File: src/pkg/wps_pkg.sv
// Package for the wake-on-stimulus power sequencer: states and timing counts.
// Assumes a 100 MHz clock; analog thresholds arrive as comparator levels.
package wps_pkg;
    localparam int CLK_MHZ = 100;
    // Least settle time of the boost rail before the main supply may switch on.
    localparam int BOOST_SETTLE_US = 10;
    localparam int BOOST_SETTLE_CYC = BOOST_SETTLE_US * CLK_MHZ;
    localparam logic sensor_off_rst = 1'b0;

    typedef enum logic [3:0] {
        WPS_STANDBY = 4'h1,
        WPS_BOOST = 4'h2,
        WPS_MAIN_ON = 4'h4,
        WPS_SHUTDOWN = 4'h8
    } wps_state_e;
endpackage

File: src/pkg/wps_sync_if.sv
// Interface carrying one raw asynchronous level and its synchronised copy.
// Assumes the raw level comes from a pin outside the clock domain.
`timescale 1ns/1ps
interface wps_sync_if;
    logic raw;
    logic sync;
    modport sink (input raw, output sync);
    modport src (output raw, input sync);
endinterface

File: src/hw/wps_sequencer.sv
// Wake-on-stimulus power sequencer: wake capture, boost and supply sequencing.
// Assumes comparator levels for rail-good and cap-half, and an async pin world.
`timescale 1ns/1ps

// What this block does
// - Boost stays off in standby; a wake stimulus starts boosting the rail.
// - Main supply switches on only after the rail reports power-good.
// - Main supply output stays off while in standby.
// - A low level on the wake input is a wake stimulus.
// - Serial receive activity in standby wakes the main supply.
// - After the wake, serial receive levels pass to the host unchanged.
// - A low sensor trigger pulse switches the sensor supply on.
// - Sensor supply switches off once the timing cap reaches half rail.
// - Blocked-detect is sampled just before the sensor supply goes off.
// - Sampled high blocked-detect wakes; low does nothing.
// - Host sets auxiliary supplies freely and can remove main supply.
// - A wake power-up pulls the interrupt line low.
// - Further wakes while running pull the interrupt line low again.
// - Main-off leaves auxiliary supplies in their selected state.
module wps_sequencer (
    input wire logic clk,
    input wire logic sys_rst,
    input wire logic wake_in_a_n,
    input wire logic serial_rx_from_line,
    input wire logic sensor_cycle_trigger_n,
    input wire logic sensor_ontime_cap,
    input wire logic blocked_detect,
    input wire logic rail_power_good,
    input wire logic main_supply_off_n,
    input wire logic aux_supply_a_ctrl,
    input wire logic aux_supply_b_ctrl,
    input wire logic int_ack_in,
    output logic boost_enable,
    output logic main_supply_out,
    output logic sensor_supply_out,
    output logic serial_rx_to_host,
    output logic aux_supply_a_out,
    output logic aux_supply_b_out,
    output logic int_ack_out,
    output logic int_ack_oe
);
    localparam int NSYNC = 10;
    logic [NSYNC-1:0] raw_v, sync_v;
    assign raw_v = {wake_in_a_n, serial_rx_from_line, sensor_cycle_trigger_n,
                    sensor_ontime_cap, blocked_detect, rail_power_good,
                    main_supply_off_n, aux_supply_a_ctrl, aux_supply_b_ctrl, int_ack_in};
    // Pins that idle high reset high, so no false edge, wake or aux glitch follows reset.
    localparam logic [NSYNC-1:0] SYNC_RST = 10'h389;

    // Each pin is brought into the clock domain before use.
    for (genvar i = 0; i < NSYNC; i++) begin : g_sync
        wps_sync_if sif ();
        assign sif.raw = raw_v[i];
        assign sync_v[i] = sif.sync;
        wps_sync2 #(.RST_VAL(SYNC_RST[i])) u_sync (
            .clk(clk),
            .sys_rst(sys_rst),
            .s(sif)
        );
    end

    logic wake_n_s, rx_s, trig_n_s, cap_s, blk_s, pgood_s, off_n_s, aux_a_s, aux_b_s, ack_s;
    assign {wake_n_s, rx_s, trig_n_s, cap_s, blk_s, pgood_s, off_n_s, aux_a_s, aux_b_s,
            ack_s} = sync_v;
    logic aux_b_q;

    wps_pkg::wps_state_e state_q, state_d;
    logic [15:0] settle_q, settle_d;
    logic rx_prev_q, rx_prev_d, trig_prev_q, trig_prev_d;
    logic sens_q, sens_d, blk_wake_q, blk_wake_d;
    logic irq_q, irq_d, main_q, main_d, boost_q, boost_d, rxo_q, rxo_d;
    logic aux_a_q, aux_a_d, aux_b_d;
    logic wake_ev, rx_edge, trig_fall, ack_rise, ack_prev_q, ack_prev_d;

    always_comb begin
        rx_edge = rx_prev_q != rx_s;
        trig_fall = trig_prev_q && !trig_n_s;
        ack_rise = !ack_prev_q && ack_s;
        // Serial wakes count only in standby; later traffic is plain data.
        wake_ev = !wake_n_s || blk_wake_q
                  || (rx_edge && state_q == wps_pkg::WPS_STANDBY);
        rx_prev_d = rx_s;
        ack_prev_d = ack_s;
        trig_prev_d = trig_n_s;
        state_d = state_q;
        settle_d = settle_q;
        boost_d = boost_q;
        main_d = main_q;
        irq_d = irq_q;
        sens_d = sens_q;
        blk_wake_d = 1'b0;
        rxo_d = rx_s;
        aux_a_d = aux_a_s;
        aux_b_d = aux_b_s;
        if (trig_fall) begin
            sens_d = 1'b1;
        end else if (sens_q && cap_s) begin
            sens_d = 1'b0;
            blk_wake_d = blk_s;
        end
        // Acknowledge releases the line; a new wake in that cycle wins.
        if (ack_rise) begin
            irq_d = 1'b0;
        end
        case (state_q)
            wps_pkg::WPS_STANDBY: begin
                boost_d = 1'b0;
                main_d = 1'b0;
                if (wake_ev) begin
                    state_d = wps_pkg::WPS_BOOST;
                    boost_d = 1'b1;
                    settle_d = 16'h0000;
                    irq_d = 1'b1;
                end
            end
            wps_pkg::WPS_BOOST: begin
                if (wake_ev) begin
                    irq_d = 1'b1;
                end
                if (pgood_s && settle_q >= 16'(wps_pkg::BOOST_SETTLE_CYC - 1)) begin
                    state_d = wps_pkg::WPS_MAIN_ON;
                    main_d = 1'b1;
                end else if (!pgood_s) begin
                    settle_d = 16'h0000;
                end else begin
                    settle_d = settle_q + 16'h0001;
                end
            end
            wps_pkg::WPS_MAIN_ON: begin
                // Wakes here only interrupt; the supply is left untouched.
                if (wake_ev) begin
                    irq_d = 1'b1;
                end
                if (!off_n_s) begin
                    state_d = wps_pkg::WPS_SHUTDOWN;
                    main_d = 1'b0;
                end
            end
            wps_pkg::WPS_SHUTDOWN: begin
                boost_d = 1'b0;
                irq_d = 1'b0;
                // Hold here until the host's off request has been released.
                if (off_n_s) begin
                    state_d = wps_pkg::WPS_STANDBY;
                end
            end
            default: begin
                state_d = wps_pkg::WPS_STANDBY;
                boost_d = 1'b0;
                main_d = 1'b0;
            end
        endcase
    end

    always_ff @(posedge clk) begin
        if (sys_rst) begin
            state_q <= wps_pkg::WPS_STANDBY;
            settle_q <= 16'h0000;
            rx_prev_q <= 1'b1;
            trig_prev_q <= 1'b1;
            ack_prev_q <= 1'b1;
            sens_q <= wps_pkg::sensor_off_rst;
            blk_wake_q <= 1'b0;
            irq_q <= 1'b0;
            main_q <= 1'b0;
            boost_q <= 1'b0;
            rxo_q <= 1'b1;
            aux_a_q <= 1'b0;
            aux_b_q <= 1'b0;
        end else begin
            state_q <= state_d;
            settle_q <= settle_d;
            rx_prev_q <= rx_prev_d;
            trig_prev_q <= trig_prev_d;
            ack_prev_q <= ack_prev_d;
            sens_q <= sens_d;
            blk_wake_q <= blk_wake_d;
            irq_q <= irq_d;
            main_q <= main_d;
            boost_q <= boost_d;
            rxo_q <= rxo_d;
            aux_a_q <= aux_a_d;
            aux_b_q <= aux_b_d;
        end
    end

    assign boost_enable = boost_q;
    assign main_supply_out = main_q;
    assign sensor_supply_out = sens_q;
    assign serial_rx_to_host = rxo_q;
    assign aux_supply_a_out = aux_a_q;
    assign aux_supply_b_out = aux_b_q;
    // The interrupt line is open-drain: driven low only while pending.
    assign int_ack_out = 1'b0;
    assign int_ack_oe = irq_q;

    main_gated_a: assert property (@(posedge clk) disable iff (sys_rst)
        $rose(main_supply_out) |-> $past(state_q) == wps_pkg::WPS_BOOST && $past(pgood_s))
        else $error("Main supply rose without rail power-good.");
    standby_off_a: assert property (@(posedge clk) disable iff (sys_rst)
        state_q == wps_pkg::WPS_STANDBY |-> !main_supply_out)
        else $error("Main supply on in standby.");
    wake_boost_a: assert property (@(posedge clk) disable iff (sys_rst)
        state_q == wps_pkg::WPS_STANDBY && !wake_n_s |=> boost_enable && int_ack_oe)
        else $error("Wake did not start boost and interrupt.");
    rx_pass_a: assert property (@(posedge clk) disable iff (sys_rst)
        ##1 serial_rx_to_host == $past(rx_s))
        else $error("Serial data not forwarded.");
    sensor_on_a: assert property (@(posedge clk) disable iff (sys_rst)
        trig_fall |=> sensor_supply_out)
        else $error("Sensor supply did not switch on.");
    sensor_off_a: assert property (@(posedge clk) disable iff (sys_rst)
        sensor_supply_out && cap_s && !trig_fall |=> !sensor_supply_out)
        else $error("Sensor supply did not switch off.");
    blk_wake_a: assert property (@(posedge clk) disable iff (sys_rst)
        sensor_supply_out && cap_s && !trig_fall && blk_s |=> ##1 int_ack_oe)
        else $error("Blocked sample did not wake.");
    no_restart_a: assert property (@(posedge clk) disable iff (sys_rst)
        state_q == wps_pkg::WPS_MAIN_ON && off_n_s |=> main_supply_out && boost_enable)
        else $error("Main supply dropped while running.");
    rewake_a: assert property (@(posedge clk) disable iff (sys_rst)
        state_q == wps_pkg::WPS_MAIN_ON && !wake_n_s |=> int_ack_oe)
        else $error("Running wake gave no interrupt.");
    off_a: assert property (@(posedge clk) disable iff (sys_rst)
        state_q == wps_pkg::WPS_MAIN_ON && !off_n_s |=> !main_supply_out
        ##1 aux_supply_a_out == $past(aux_a_s))
        else $error("Main-off failed or disturbed auxiliary.");
    ack_clear_a: assert property (@(posedge clk) disable iff (sys_rst)
        ack_rise && !wake_ev |=> !int_ack_oe)
        else $error("Acknowledge did not release the line.");
endmodule

File: src/hw/wps_sync2.sv
// Two flip-flop synchroniser for one asynchronous level.
// Assumes clk is the sequencer clock and sys_rst is synchronous.
`timescale 1ns/1ps
module wps_sync2 #(
    parameter logic RST_VAL = 1'b1
) (
    input wire logic clk,
    input wire logic sys_rst,
    wps_sync_if.sink s
);
    logic meta_q, meta_d, sync_q, sync_d;

    always_comb begin
        meta_d = s.raw;
        sync_d = meta_q;
    end

    always_ff @(posedge clk) begin
        if (sys_rst) begin
            meta_q <= RST_VAL;
            sync_q <= RST_VAL;
        end else begin
            meta_q <= meta_d;
            sync_q <= sync_d;
        end
    end

    assign s.sync = sync_q;
endmodule

File: config.mk
export PLATFORM = sky130hd
export DESIGN_NAME = wps_sequencer
export DESIGN_NICKNAME = d
export VERILOG_FILES = /design/src/pkg/wps_pkg.sv /design/src/pkg/wps_sync_if.sv /design/src/hw/wps_sequencer.sv /design/src/hw/wps_sync2.sv
export SDC_FILE = /design/constraint.sdc
export NUM_CORES = 1
export LEC_CHECK = 0
export BUFFER_PORTS_ARGS = -buffer_cell sky130_fd_sc_hd__buf_4
export CORE_MARGIN = 2
export CORE_UTILIZATION = 50
export CTS_CLUSTER_DIAMETER = 50
export DETAILED_ROUTE_END_ITERATION = 8
export PLACE_DENSITY = 0.74
export SYNTH_ARGS = -nofsm -noshare
export SYNTH_HDL_FRONTEND = slang
export SYNTH_SLANG_ARGS = --single-unit
export TNS_END_PERCENT = 30
File: constraint.sdc
create_clock -name clk -period 1.8 [get_ports clk]
set_input_delay 0.18 -clock clk [delete_from_list [all_inputs] [get_ports clk]]
set_output_delay 0.18 -clock clk [all_outputs]
set_load 0.05 [all_outputs]
==> results.json, run 1 <==
{
  "outcome": "finished, final reports clean",
  "postSynthAreaPerCell_um2": 9.990,
  "floorplan.die.height_um": 65.13,
  "drt_wl_total_um": 3437,
  "yosys.cell_types.count": 46,
  "vias_per_std_cell": 5.257,
  "place.port_buffers": 18,
  "worst_hold_path_type": "in2reg",
  "global_route_wire_length_before_repair_um": 5775,
  "grt_overflow_total": 0,
  "rows": 22,
  "drt_pass1_iterations": 4,
  "dpl_worst_slack_ns": -0.03463,
  "drt-wirelength-per-cell_um": 12.82,
  "finish.net_count": 232,
  "crit_arrival_ns": 1.99,
  "area_enclosed_by_the_die_boundary_um2": 4241,
  "finalClockSkew_ns": 0.008019,
  "cts-buffers-inserted": 5,
  "syn_to_final_growth_pct": 23.31,
  "vias": 1409,
  "postRouteAntennaNets": 0,
  "timing.fmax_mhz": 558.6,
  "cell_count_final_fillers_out": 268,
  "drc": 0,
  "ff2ff_setup_slack_ns": 0.01,
  "antenna_cells_inserted": 0,
  "seq_power_share": 0.553,
  "die-width_um": 65.13,
  "setup_repair_after_global_routing_missed_its_margin": "true",
  "fillers": 311,
  "power.switching_w": 0.0005485,
  "worst_skew_pair.late_latency_ns": 0.30,
  "clk_pin_slew_worst_paths_ns": 0.10,
  "async_flop_share": 0,
  "timing.final.hold_violations": 0,
  "dp_cells": 259,
  "crit_buf_inv": 1,
  "cp.required_ns": 2.00,
  "synth-seq-area-share": 0.5358,
  "cts_tree": "yes",
  "dp_hpwl_um": 2410,
  "comb_power_share": 0.126,
  "internal-power_w": 0.001556,
  "grt_pass1_vias": 1380,
  "multiInputGateArea_um2": 843.3,
  "largest_buffer_count_on_any_clock_path": 2,
  "synth_enable_flop_cells": 0,
  "timing.rr.start": "state_q[2]",
  "min_from": "wake_in_a_n",
  "timing.final.setup_violations": 0,
  "cts_root_buf": "sky130_fd_sc_hd__clkbuf_8",
  "peakVddDrop_uv": 593.8,
  "timing_worst_setup_path_type": "reg2reg",
  "cp-start-kind": "flop",
  "cell_at_the_slowest_stage_of_the_critical_path": "sky130_fd_sc_hd__or4b_4",
  "timing.critical_path.max_delay_family": "simple AND/OR/NAND/NOR gates",
  "placeable_core_region_um2": 3633,
  "post_route_core_utilization": 0.6340,
  "clkSinkCount": 50,
  "drt_iter0_drc": 95,
  "global_route_usage_over_all_layers": 0.1764,
  "power_density_nw_per_um2": 913.7,
  "layout_worst_path_cycle_share": 0.9946,
  "timing.critical_path.cells": "or4b_4 > nor2_4 > a211oi_4 > buf_12 > o31ai_1 > a21oi_2",
  "fraction_of_power_spent_switching_nets": 0.2606,
  "register_area_um2": 1010,
  "post_synth_inst_count": 187,
  "power.static_leakage_nw": 0.9142,
  "yosys_warnings": 0,
  "worst_slack_ns": 0.009769,
  "share_of_layout_cells_above_drive_strength_1": 0.3409,
  "synthFlopType": "sky130_fd_sc_hd__dfxtp_1",
  "crit_fanout": 6,
  "min_path_cells": 2,
  "synth.net_count": 200,
  "synthesis.area_um2": 1868,
  "gpl.final_weighted_congestion": 0.8463,
  "slowest_delay_ns": 0.57,
  "h-tree-depth": 2,
  "p_clk_frac": 0.321,
  "timing.critical_path.to_type": "flop",
  "grt_antenna_before_repair": 0,
  "total_of_max_cap_violations": 0,
  "timing.reg2reg.worst_path_depth": 6,
  "whs_endpoint": "g_sync[9].u_sync.meta_q",
  "critical_path.reg2reg.endpoint": "settle_q[8]",
  "timing_max_transition_violations_final": 0,
  "maximum_number_of_pins_on_one_net_before_global_route_repair": 37,
  "initial_utilization": 0.5141,
  "yosys_register_bits": 50,
  "timing.final.crit_period_ns": 1.790,
  "io-pin-count": 20
}
## layout make-up
class,instances,share of cell area
clock inverter,3,0.01195
sequential,50,0.4383
multi-input combinational,124,0.3661
clock buffer,5,0.02988
timing repair buffer,36,0.1244
inverter,2,0.003259
tap,48,0.02607
## cells in the mapped netlist (5+ instances only)
master,count,area share
sky130_fd_sc_hd__or2_2,13,0.044
sky130_fd_sc_hd__a21oi_1,11,0.029
sky130_fd_sc_hd__nand2_1,7,0.014
sky130_fd_sc_hd__clkbuf_1,5,0.010
sky130_fd_sc_hd__o21ai_0,9,0.024
sky130_fd_sc_hd__nor2_1,7,0.014
sky130_fd_sc_hd__and2_1,5,0.017
sky130_fd_sc_hd__nor2b_1,12,0.040
sky130_fd_sc_hd__dfxtp_1,50,0.54
sky130_fd_sc_hd__nand3_1,8,0.021
## metrics by stage
step | total power [W] | hold slack, ns | cell area (um^2) | setup TNS (ns)
4_1_cts | 0.002113 | 0.04781 | 2262 | -0.08827
6_report | 0.002105 | 0.05236 | 2303 | 0
3_5_place_dp | 0.001436 | 0.3661 | 2147 | -0.08788
3_3_place_gp | 0.001424 | 0.3656 | 2147 | 0
5_1_grt | 0.002194 | 0.04464 | 2303 | -0.3577
2_1_floorplan | 0.001334 | 0.2838 | 1869 | -0.05284
## kinds of logic (layout without fill, tap and decap cells)
logic type,Yosys count,after routing,synth area share
fa+ha+maj,1,1,0.006697
buf+inv,13,46,0.03483
other cells,1,1,0.002007
mux,2,2,0.01139
xor+xnor,5,5,0.02344
compound gates,32,32,0.1058
flops,50,50,0.5358
simple gates,83,83,0.2800
## power by group through the flow
| stage | registers [W] | logic [W] | clock network [W] |
|---|---|---|---|
| 2_1_floorplan | 0.00121 | 0.000126 | 0 |
| 3_3_place_gp | 0.00119 | 0.000236 | 0 |
| 3_5_place_dp | 0.00119 | 0.000245 | 0 |
| 4_1_cts | 0.00117 | 0.000254 | 0.000694 |
| 5_1_grt | 0.00117 | 0.000290 | 0.000735 |
| 6_report | 0.00116 | 0.000265 | 0.000676 |
## how the worst max path moves through the flow
stage	slack, ns	end	start	cells past startpoint
floorplan	-0.05	settle_q[8]	state_q[3]	6
global placement	0.009	settle_q[5]	state_q[3]	6
detailed placement	-0.03	settle_q[3]	state_q[3]	6
CTS	-0.04	settle_q[5]	state_q[3]	6
global route	-0.07	settle_q[8]	state_q[2]	6
finish	0.01	settle_q[8]	state_q[2]	6
## flip-flops by register name, indices dropped and copies added, names as in the netlist
register and cells:
g_sync.u_sync.s.sync 10, main_supply_out 1, ack_prev_q 1, int_ack_oe 1, serial_rx_to_host 1, aux_supply_b_out 1, g_sync.u_sync.meta_q 10, trig_prev_q 1
blk_wake_q 1, settle_q 16, sensor_supply_out 1, boost_enable 1, state_q 4, aux_supply_a_out 1
## layer usage
layer  part of all wire  vias to the layer above  global-route usage
met5                  0                        -                   0
met1               0.43                      659              0.1943
met3              0.037                        5             0.05308
met2               0.52                       30              0.3235
li1                   -                      715                   -
met4              0.013                        0             0.05729
## repair_timing
action                                  in CTS  in global routing
endpoints found under the setup margin       6                  7
buffers inserted                             0                  1
hold buffers                                 0                  0
pin swaps                                    0                 15
gates resized for setup                      5                 11
gates cloned                                 0                  0
## layout by cell type (no fill, tap or decap), types with 2 or more instances in the layout
| cell | n |
|---|---|
| sky130_fd_sc_hd__nor3_1 | 2 |
| sky130_fd_sc_hd__nor4b_2 | 2 |
| sky130_fd_sc_hd__nand4_1 | 2 |
| sky130_fd_sc_hd__nand4b_1 | 3 |
| sky130_fd_sc_hd__and3_1 | 2 |
| sky130_fd_sc_hd__a21oi_2 | 3 |
| sky130_fd_sc_hd__dfxtp_2 | 4 |
| sky130_fd_sc_hd__or3_1 | 2 |
| sky130_fd_sc_hd__and2_1 | 5 |
| sky130_fd_sc_hd__inv_1 | 2 |
| sky130_fd_sc_hd__or4_1 | 2 |
| sky130_fd_sc_hd__o21a_1 | 3 |
| sky130_fd_sc_hd__o21ai_0 | 8 |
| sky130_fd_sc_hd__dfxtp_1 | 45 |
| sky130_fd_sc_hd__nor2_1 | 7 |
| sky130_fd_sc_hd__and4_1 | 2 |
| sky130_fd_sc_hd__or2_2 | 13 |
| sky130_fd_sc_hd__nand2b_1 | 3 |
| sky130_fd_sc_hd__clkbuf_8 | 5 |
| sky130_fd_sc_hd__buf_4 | 34 |
| sky130_fd_sc_hd__nor2b_1 | 12 |
| sky130_fd_sc_hd__nand3_1 | 8 |
| sky130_fd_sc_hd__nand2_1 | 7 |
| sky130_fd_sc_hd__a21oi_1 | 8 |
| sky130_fd_sc_hd__xor2_1 | 4 |
Note: power is estimated with default switching activity, not from simulation.
==> inputs of run 2 (changes only) <==
- CORE_UTILIZATION: 50 -> 51
- PLACE_DENSITY: 0.74 -> 0.76
==> results.json, run 2 (synthesis gave the netlist of run 1 again) <==
{
  "cts-buffers-inserted": 5,
  "clk_pin_slew_worst_paths_ns": 0.14,
  "grt_pass1_vias": 1336,
  "timing.final.setup_violations": 0,
  "power_density_nw_per_um2": 834.9,
  "h-tree-depth": 2,
  "cts_root_buf": "sky130_fd_sc_hd__clkbuf_4",
  "io-pin-count": 20,
  "timing.final.crit_period_ns": 1.785,
  "area_enclosed_by_the_die_boundary_um2": 4163,
  "maximum_number_of_pins_on_one_net_before_global_route_repair": 37,
  "timing.fmax_mhz": 560.3,
  "grt_overflow_total": 0,
  "worst_skew_pair.late_latency_ns": 0.36,
  "fin_worst_hold_slack_ns": 0.02223,
  "postLayoutCellArea_um2": 2340,
  "drt_iter0_drc": 106,
  "post_route_core_utilization": 0.6850,
  "gpl.final_weighted_congestion": 0.8311,
  "share_of_layout_cells_above_drive_strength_1": 0.3348,
  "syn_to_final_growth_pct": 25.25,
  "global_route_wire_length_before_repair_um": 5809,
  "outcome": "finished, final reports clean",
  "drt_wl_total_um": 3298,
  "largest_reg_flops": 16,
  "vias": 1423,
  "drc": 0,
  "final_common_cell": "sky130_fd_sc_hd__dfxtp_1",
  "timing_max_transition_violations_final": 0,
  "setup-tns-final_ns": 0,
  "crit_arrival_ns": 2.09,
  "worst_hold_path_type": "in2reg",
  "vias_per_std_cell": 5.212,
  "layout_worst_path_cycle_share": 0.9915,
  "initial_utilization": 0.5469,
  "global_route_usage_over_all_layers": 0.1787,
  "cp.required_ns": 2.10,
  "crit_fanout": 7,
  "setup_repair_after_global_routing_missed_its_margin": "true",
  "rows": 21,
  "grt_antenna_before_repair": 0,
  "placeable_core_region_um2": 3416,
  "clkSinkCount": 50,
  "standard_cell_area_after_detailed_placement_um2": 2147,
  "drt_pass1_iterations": 4,
  "total_of_max_cap_violations": 0,
  "power.static_leakage_nw": 0.9349,
  "die-width_um": 64.52,
  "postRouteAntennaNets": 0,
  "largest_buffer_count_on_any_clock_path": 2,
  "fillers": 278,
  "floorplan.die.height_um": 64.52,
  "antenna_cells_inserted": 0,
  "timing_worst_setup_path_type": "reg2reg",
  "peakVddDrop_uv": 632.9,
  "layout.cells.most_common_list": "45 x sky130_fd_sc_hd__dfxtp_1, 36 x sky130_fd_sc_hd__buf_4, 13 x sky130_fd_sc_hd__or2_2, 12 x sky130_fd_sc_hd__nor2b_1",
  "timing.final.hold_violations": 0,
  "drt-wirelength-per-cell_um": 12.08,
  "largest_register": "settle_q",
  "cts_tree": "yes",
  "finish.net_count": 239,
  "finalClockSkew_ns": 0.008203,
  "place.port_buffers": 18,
  "dp_hpwl_um": 2316,
  "timing.critical_path.to_type": "flop",
  "cp-start-kind": "flop"
}
[run 2: cell count changes in the layout (fill, tap and decap cells not counted), sizes merged]
cell / previous run / this run
dlygate4sd3: 0 / 5
buf: 36 / 38
clkbuf: 5 / 6
clkinv: 0 / 1
clkinvlp: 1 / 0
inv: 4 / 3
[run 2: final timing paths]
kind | from | end | slack (ns) | cells past startpoint
worst max-delay path | state_q[2] | settle_q[8] | 0.02 | 5
worst min-delay path | aux_supply_b_ctrl | g_sync[1].u_sync.meta_q | 0.02 | 2
worst max register to register | state_q[2] | settle_q[8] | 0.02 | 5
worst min register to register | g_sync[9].u_sync.meta_q | g_sync[9].u_sync.s.sync | 0.43 | 1
[run 2: worst max-delay path: stages (launching register included)]
cell                       delay [ns]
sky130_fd_sc_hd__dfxtp_4         0.39
sky130_fd_sc_hd__or4b_4          0.54
sky130_fd_sc_hd__nor2_4          0.11
sky130_fd_sc_hd__a211oi_4        0.07
sky130_fd_sc_hd__or4_1           0.50
sky130_fd_sc_hd__a21oi_1         0.13
[run 2: cell type report]
cell class / count / area, um^2 / share of cell area
Clock buffer: 6 / 41.29 / 0.01765
Sequential cell: 50 / 1010 / 0.4316
Multi-Input combinational cell: 124 / 863.3 / 0.3690
Timing Repair Buffer: 43 / 342.8 / 0.1465
Tap cell: 46 / 57.56 / 0.02460
Clock inverter: 2 / 17.52 / 0.007487
Inverter: 2 / 7.507 / 0.003209
[run 2: stage by stage]
stage          setup WS, ns  total power, W  std cells
3_3_place_gp       0.005767        0.001422        259
2_1_floorplan      -0.05284        0.001334        187
5_1_grt            -0.04285        0.002064        273
3_5_place_dp       -0.02839        0.001433        259
4_1_cts           0.0004490        0.001964        273
6_report            0.01532        0.001953        273
[run 2: report_power, final]
group / internal [W] / switching, W / total, W
sequential: 0.00115 / 0.0000204 / 0.00117
clock: 0.000161 / 0.000347 / 0.000508
combinational: 0.000138 / 0.000141 / 0.000279
[run 2: layer usage]
layer | vias up | global-route usage | part of all wire
li1 | 723 | - | -
met1 | 646 | 0.2247 | 0.44
met2 | 48 | 0.3008 | 0.49
met3 | 6 | 0.03646 | 0.057
met4 | 0 | 0.07181 | 0.013
met5 | - | 0 | 0
[run 2: what timing repair did]
action,4_1_cts,5_1_grt
endpoints found under the hold margin,5,0
hold buffers,5,0
setup buffers,1,0
setup endpoints to repair,3,6
resized for setup,10,8
pin swaps,6,3
==> inputs of run 3 (changes only) <==
- ABC_AREA: not set -> 1
- CORE_UTILIZATION: 51 -> 52
==> results.json, run 3 <==
{
  "peakVddDrop_uv": 602.0,
  "placeable_core_region_um2": 3689,
  "slew-limit-headroom": 0.6472,
  "synth.cells.most_frequent": "50 x sky130_fd_sc_hd__dfxtp_1, 46 x sky130_fd_sc_hd__nand2_1, 44 x sky130_fd_sc_hd__nor2_1",
  "timing.final.crit_period_ns": 1.598,
  "largest_buffer_count_on_any_clock_path": 2,
  "power.switching_w": 0.0007236,
  "timing_max_transition_violations_final": 0,
  "timing_worst_slew_pin_value_ns": 0.5286,
  "setup-tns-final_ns": 0,
  "timing.critical_path.to_type": "flop",
  "drt_pass1_iterations": 4,
  "synthFlopType": "sky130_fd_sc_hd__dfxtp_1",
  "post_route_core_utilization": 0.6092,
  "syn_to_final_growth_pct": 11.35,
  "drt_iter0_drc": 90,
  "die-width_um": 66.30,
  "yosys.cell_types.count": 30,
  "finish.net_count": 292,
  "worst_slack_ns": 0.2021,
  "p_clk_frac": 0.262,
  "crit_buf_inv": 1,
  "power_density_nw_per_um2": 1044,
  "slowest_delay_ns": 0.39,
  "floorplan.die.height_um": 66.30,
  "grt_pass1_vias": 1339,
  "initial_utilization": 0.5472,
  "share_of_layout_cells_above_drive_strength_1": 0.2079,
  "synth.top_cell.area_share": 0.4960,
  "postLayoutCellArea_um2": 2247,
  "global_route_wire_length_before_repair_um": 5637,
  "largest_register": "settle_q",
  "global_route_usage_over_all_layers": 0.1691,
  "drt-wirelength-per-cell_um": 10.16,
  "crit_arrival_ns": 1.83,
  "cells_resized_by_post_cts_repair": 0,
  "layout_worst_path_cycle_share": 0.8877,
  "io-pin-count": 20,
  "yosys_warnings": 0,
  "postRouteAntennaNets": 0,
  "clkSinkCount": 50,
  "area_enclosed_by_the_die_boundary_um2": 4396,
  "layout.cells.most_common_list": "50 x sky130_fd_sc_hd__dfxtp_1, 46 x sky130_fd_sc_hd__nand2_1, 44 x sky130_fd_sc_hd__nor2_1, 37 x sky130_fd_sc_hd__inv_1, 18 x sky130_fd_sc_hd__buf_4",
  "timing_worst_setup_path_type": "reg2reg",
  "cp-start-kind": "flop",
  "crit_fanout": 21,
  "synth.net_count": 275,
  "grt_overflow_total": 0,
  "h-tree-depth": 2,
  "timing.fmax_mhz": 625.8,
  "ff2ff_setup_slack_ns": 0.20,
  "seq_power_share": 0.539,
  "standard_cell_area_after_detailed_placement_um2": 2163,
  "cell_at_the_slowest_stage_of_the_critical_path": "sky130_fd_sc_hd__dfxtp_1",
  "largest_reg_flops": 16,
  "synth-seq-area-share": 0.4960,
  "yosys_register_bits": 50,
  "hold_buffers": 0,
  "postSynthAreaPerCell_um2": 7.703,
  "cts_tree": "yes",
  "vias": 1527,
  "cts-buffers-inserted": 5,
  "fraction_of_power_spent_switching_nets": 0.3083,
  "async_flop_share": 0,
  "cp.required_ns": 2.03,
  "total_of_max_cap_violations": 0,
  "dp_hpwl_um": 2342,
  "timing.final.hold_violations": 0,
  "maximum_number_of_pins_on_one_net_before_global_route_repair": 37,
  "most_common_cell_in_the_synthesized_netlist": "sky130_fd_sc_hd__dfxtp_1",
  "clk_pin_slew_worst_paths_ns": 0.09,
  "outcome": "finished, final reports clean",
  "crit_path_frequent_cell": "sky130_fd_sc_hd__nand2_1",
  "rows": 22,
  "post-cts-setup-buffer-count": 0,
  "grt_antenna_before_repair": 0,
  "timing.critical_path.max_delay_family": "simple AND/OR/NAND/NOR gates",
  "vias_per_std_cell": 4.670,
  "worst_skew_pair.late_latency_ns": 0.30,
  "synth_enable_flop_cells": 0,
  "comb_power_share": 0.199,
  "worst_hold_path_type": "in2reg",
  "power.static_leakage_nw": 1.046,
  "setup_repair_after_global_routing_missed_its_margin": "false",
  "synth.top_cells.by_area": "sky130_fd_sc_hd__dfxtp_1 50%, sky130_fd_sc_hd__nand2_1 8.6%, sky130_fd_sc_hd__nor2_1 8.2%, sky130_fd_sc_hd__inv_1 7.1%, sky130_fd_sc_hd__nand3_1 4.0%",
  "drc": 0,
  "place.port_buffers": 18,
  "yosys.area.top_type": "sky130_fd_sc_hd__dfxtp_1",
  "cts_root_buf": "sky130_fd_sc_hd__clkbuf_8",
  "antenna_cells_inserted": 0,
  "timing.critical_path.cells": "ha_1 > nand2_1 > nand2_1 > nand3_1 > nand2_1 > nand2_2 > nand2_4 > nand2_4 > inv_2 > nand2_1 > nor2_1",
  "timing.final.setup_violations": 0,
  "final_common_cell": "sky130_fd_sc_hd__dfxtp_1",
  "drt_wl_total_um": 3322,
  "post_synth_inst_count": 262,
  "internal-power_w": 0.001624,
  "synthesis.area_um2": 2018,
  "gpl.final_weighted_congestion": 0.8701,
  "finalClockSkew_ns": 0.006813,
  "dpl_worst_slack_ns": 0.1672
}
## run 3: changes by cell type after synthesis, moves of 6 or more
cell                      delta
sky130_fd_sc_hd__inv_1      +36
sky130_fd_sc_hd__nand2_2     +6
sky130_fd_sc_hd__nor2b_1    -12
sky130_fd_sc_hd__nand3_1     +8
sky130_fd_sc_hd__nand2_1    +39
sky130_fd_sc_hd__nor2_1     +37
## run 3: logic make-up after synthesis
kind of cell / after synthesis / synth area share
XOR/XNOR: 2 / 0.008681
flip-flops: 50 / 0.4960
AO/OA/AOI/OAI: 15 / 0.04898
AND/OR/NAND/NOR: 142 / 0.3335
adder cells (fa/ha/maj): 1 / 0.006199
other: 1 / 0.001858
buffers and inverters: 51 / 0.1048
## run 3: final timing paths
check | from | end | cells past startpoint
setup / recovery | settle_q[0] | settle_q[15] | 11
hold reg to reg | g_sync[5].u_sync.meta_q | g_sync[5].u_sync.s.sync | 2
hold / removal | wake_in_a_n | g_sync[9].u_sync.meta_q | 2
setup reg to reg | settle_q[0] | settle_q[15] | 11
## run 3: metrics by stage
step / hold slack [ns] / cells / power (W)
after global routing: 0.05116 / 327 / 0.002484
final: 0.06077 / 327 / 0.002347
after CTS: 0.05362 / 327 / 0.002362
after global placement: 0.3645 / 320 / 0.001737
after floorplan: 0.2838 / 262 / 0.001674
after detailed placement: 0.3669 / 320 / 0.001756
## run 3: metal layers
layer  vias up  routed length, um  global-route usage
li1        827                  -                   -
met3         5                139             0.05281
met5         -                  0                   0
met1       669               1561              0.2032
met4         0                 50             0.05357
met2        26               1571              0.2863
## run 3: layout make-up
| cell class | count | area (um^2) |
|---|---|---|
| Clock buffer | 5 | 68.82 |
| Clock inverter | 2 | 15.01 |
| Fill cell | 358 | 1441 |
| Inverter | 43 | 161.4 |
| Multi-Input combinational cell | 161 | 805.8 |
| Sequential cell | 50 | 1001 |
| Tap cell | 48 | 60.06 |
| Timing Repair Buffer | 18 | 135.1 |
## run 3: power by group through the flow
stage / clock network, W / registers [W] / logic [W]
after detailed placement: 0 / 0.00129 / 0.000467
after global routing: 0.000677 / 0.00128 / 0.000530
after CTS: 0.000630 / 0.00126 / 0.000469
after floorplan: 0 / 0.00131 / 0.000363
after global placement: 0 / 0.00128 / 0.000453
final: 0.000615 / 0.00126 / 0.000468
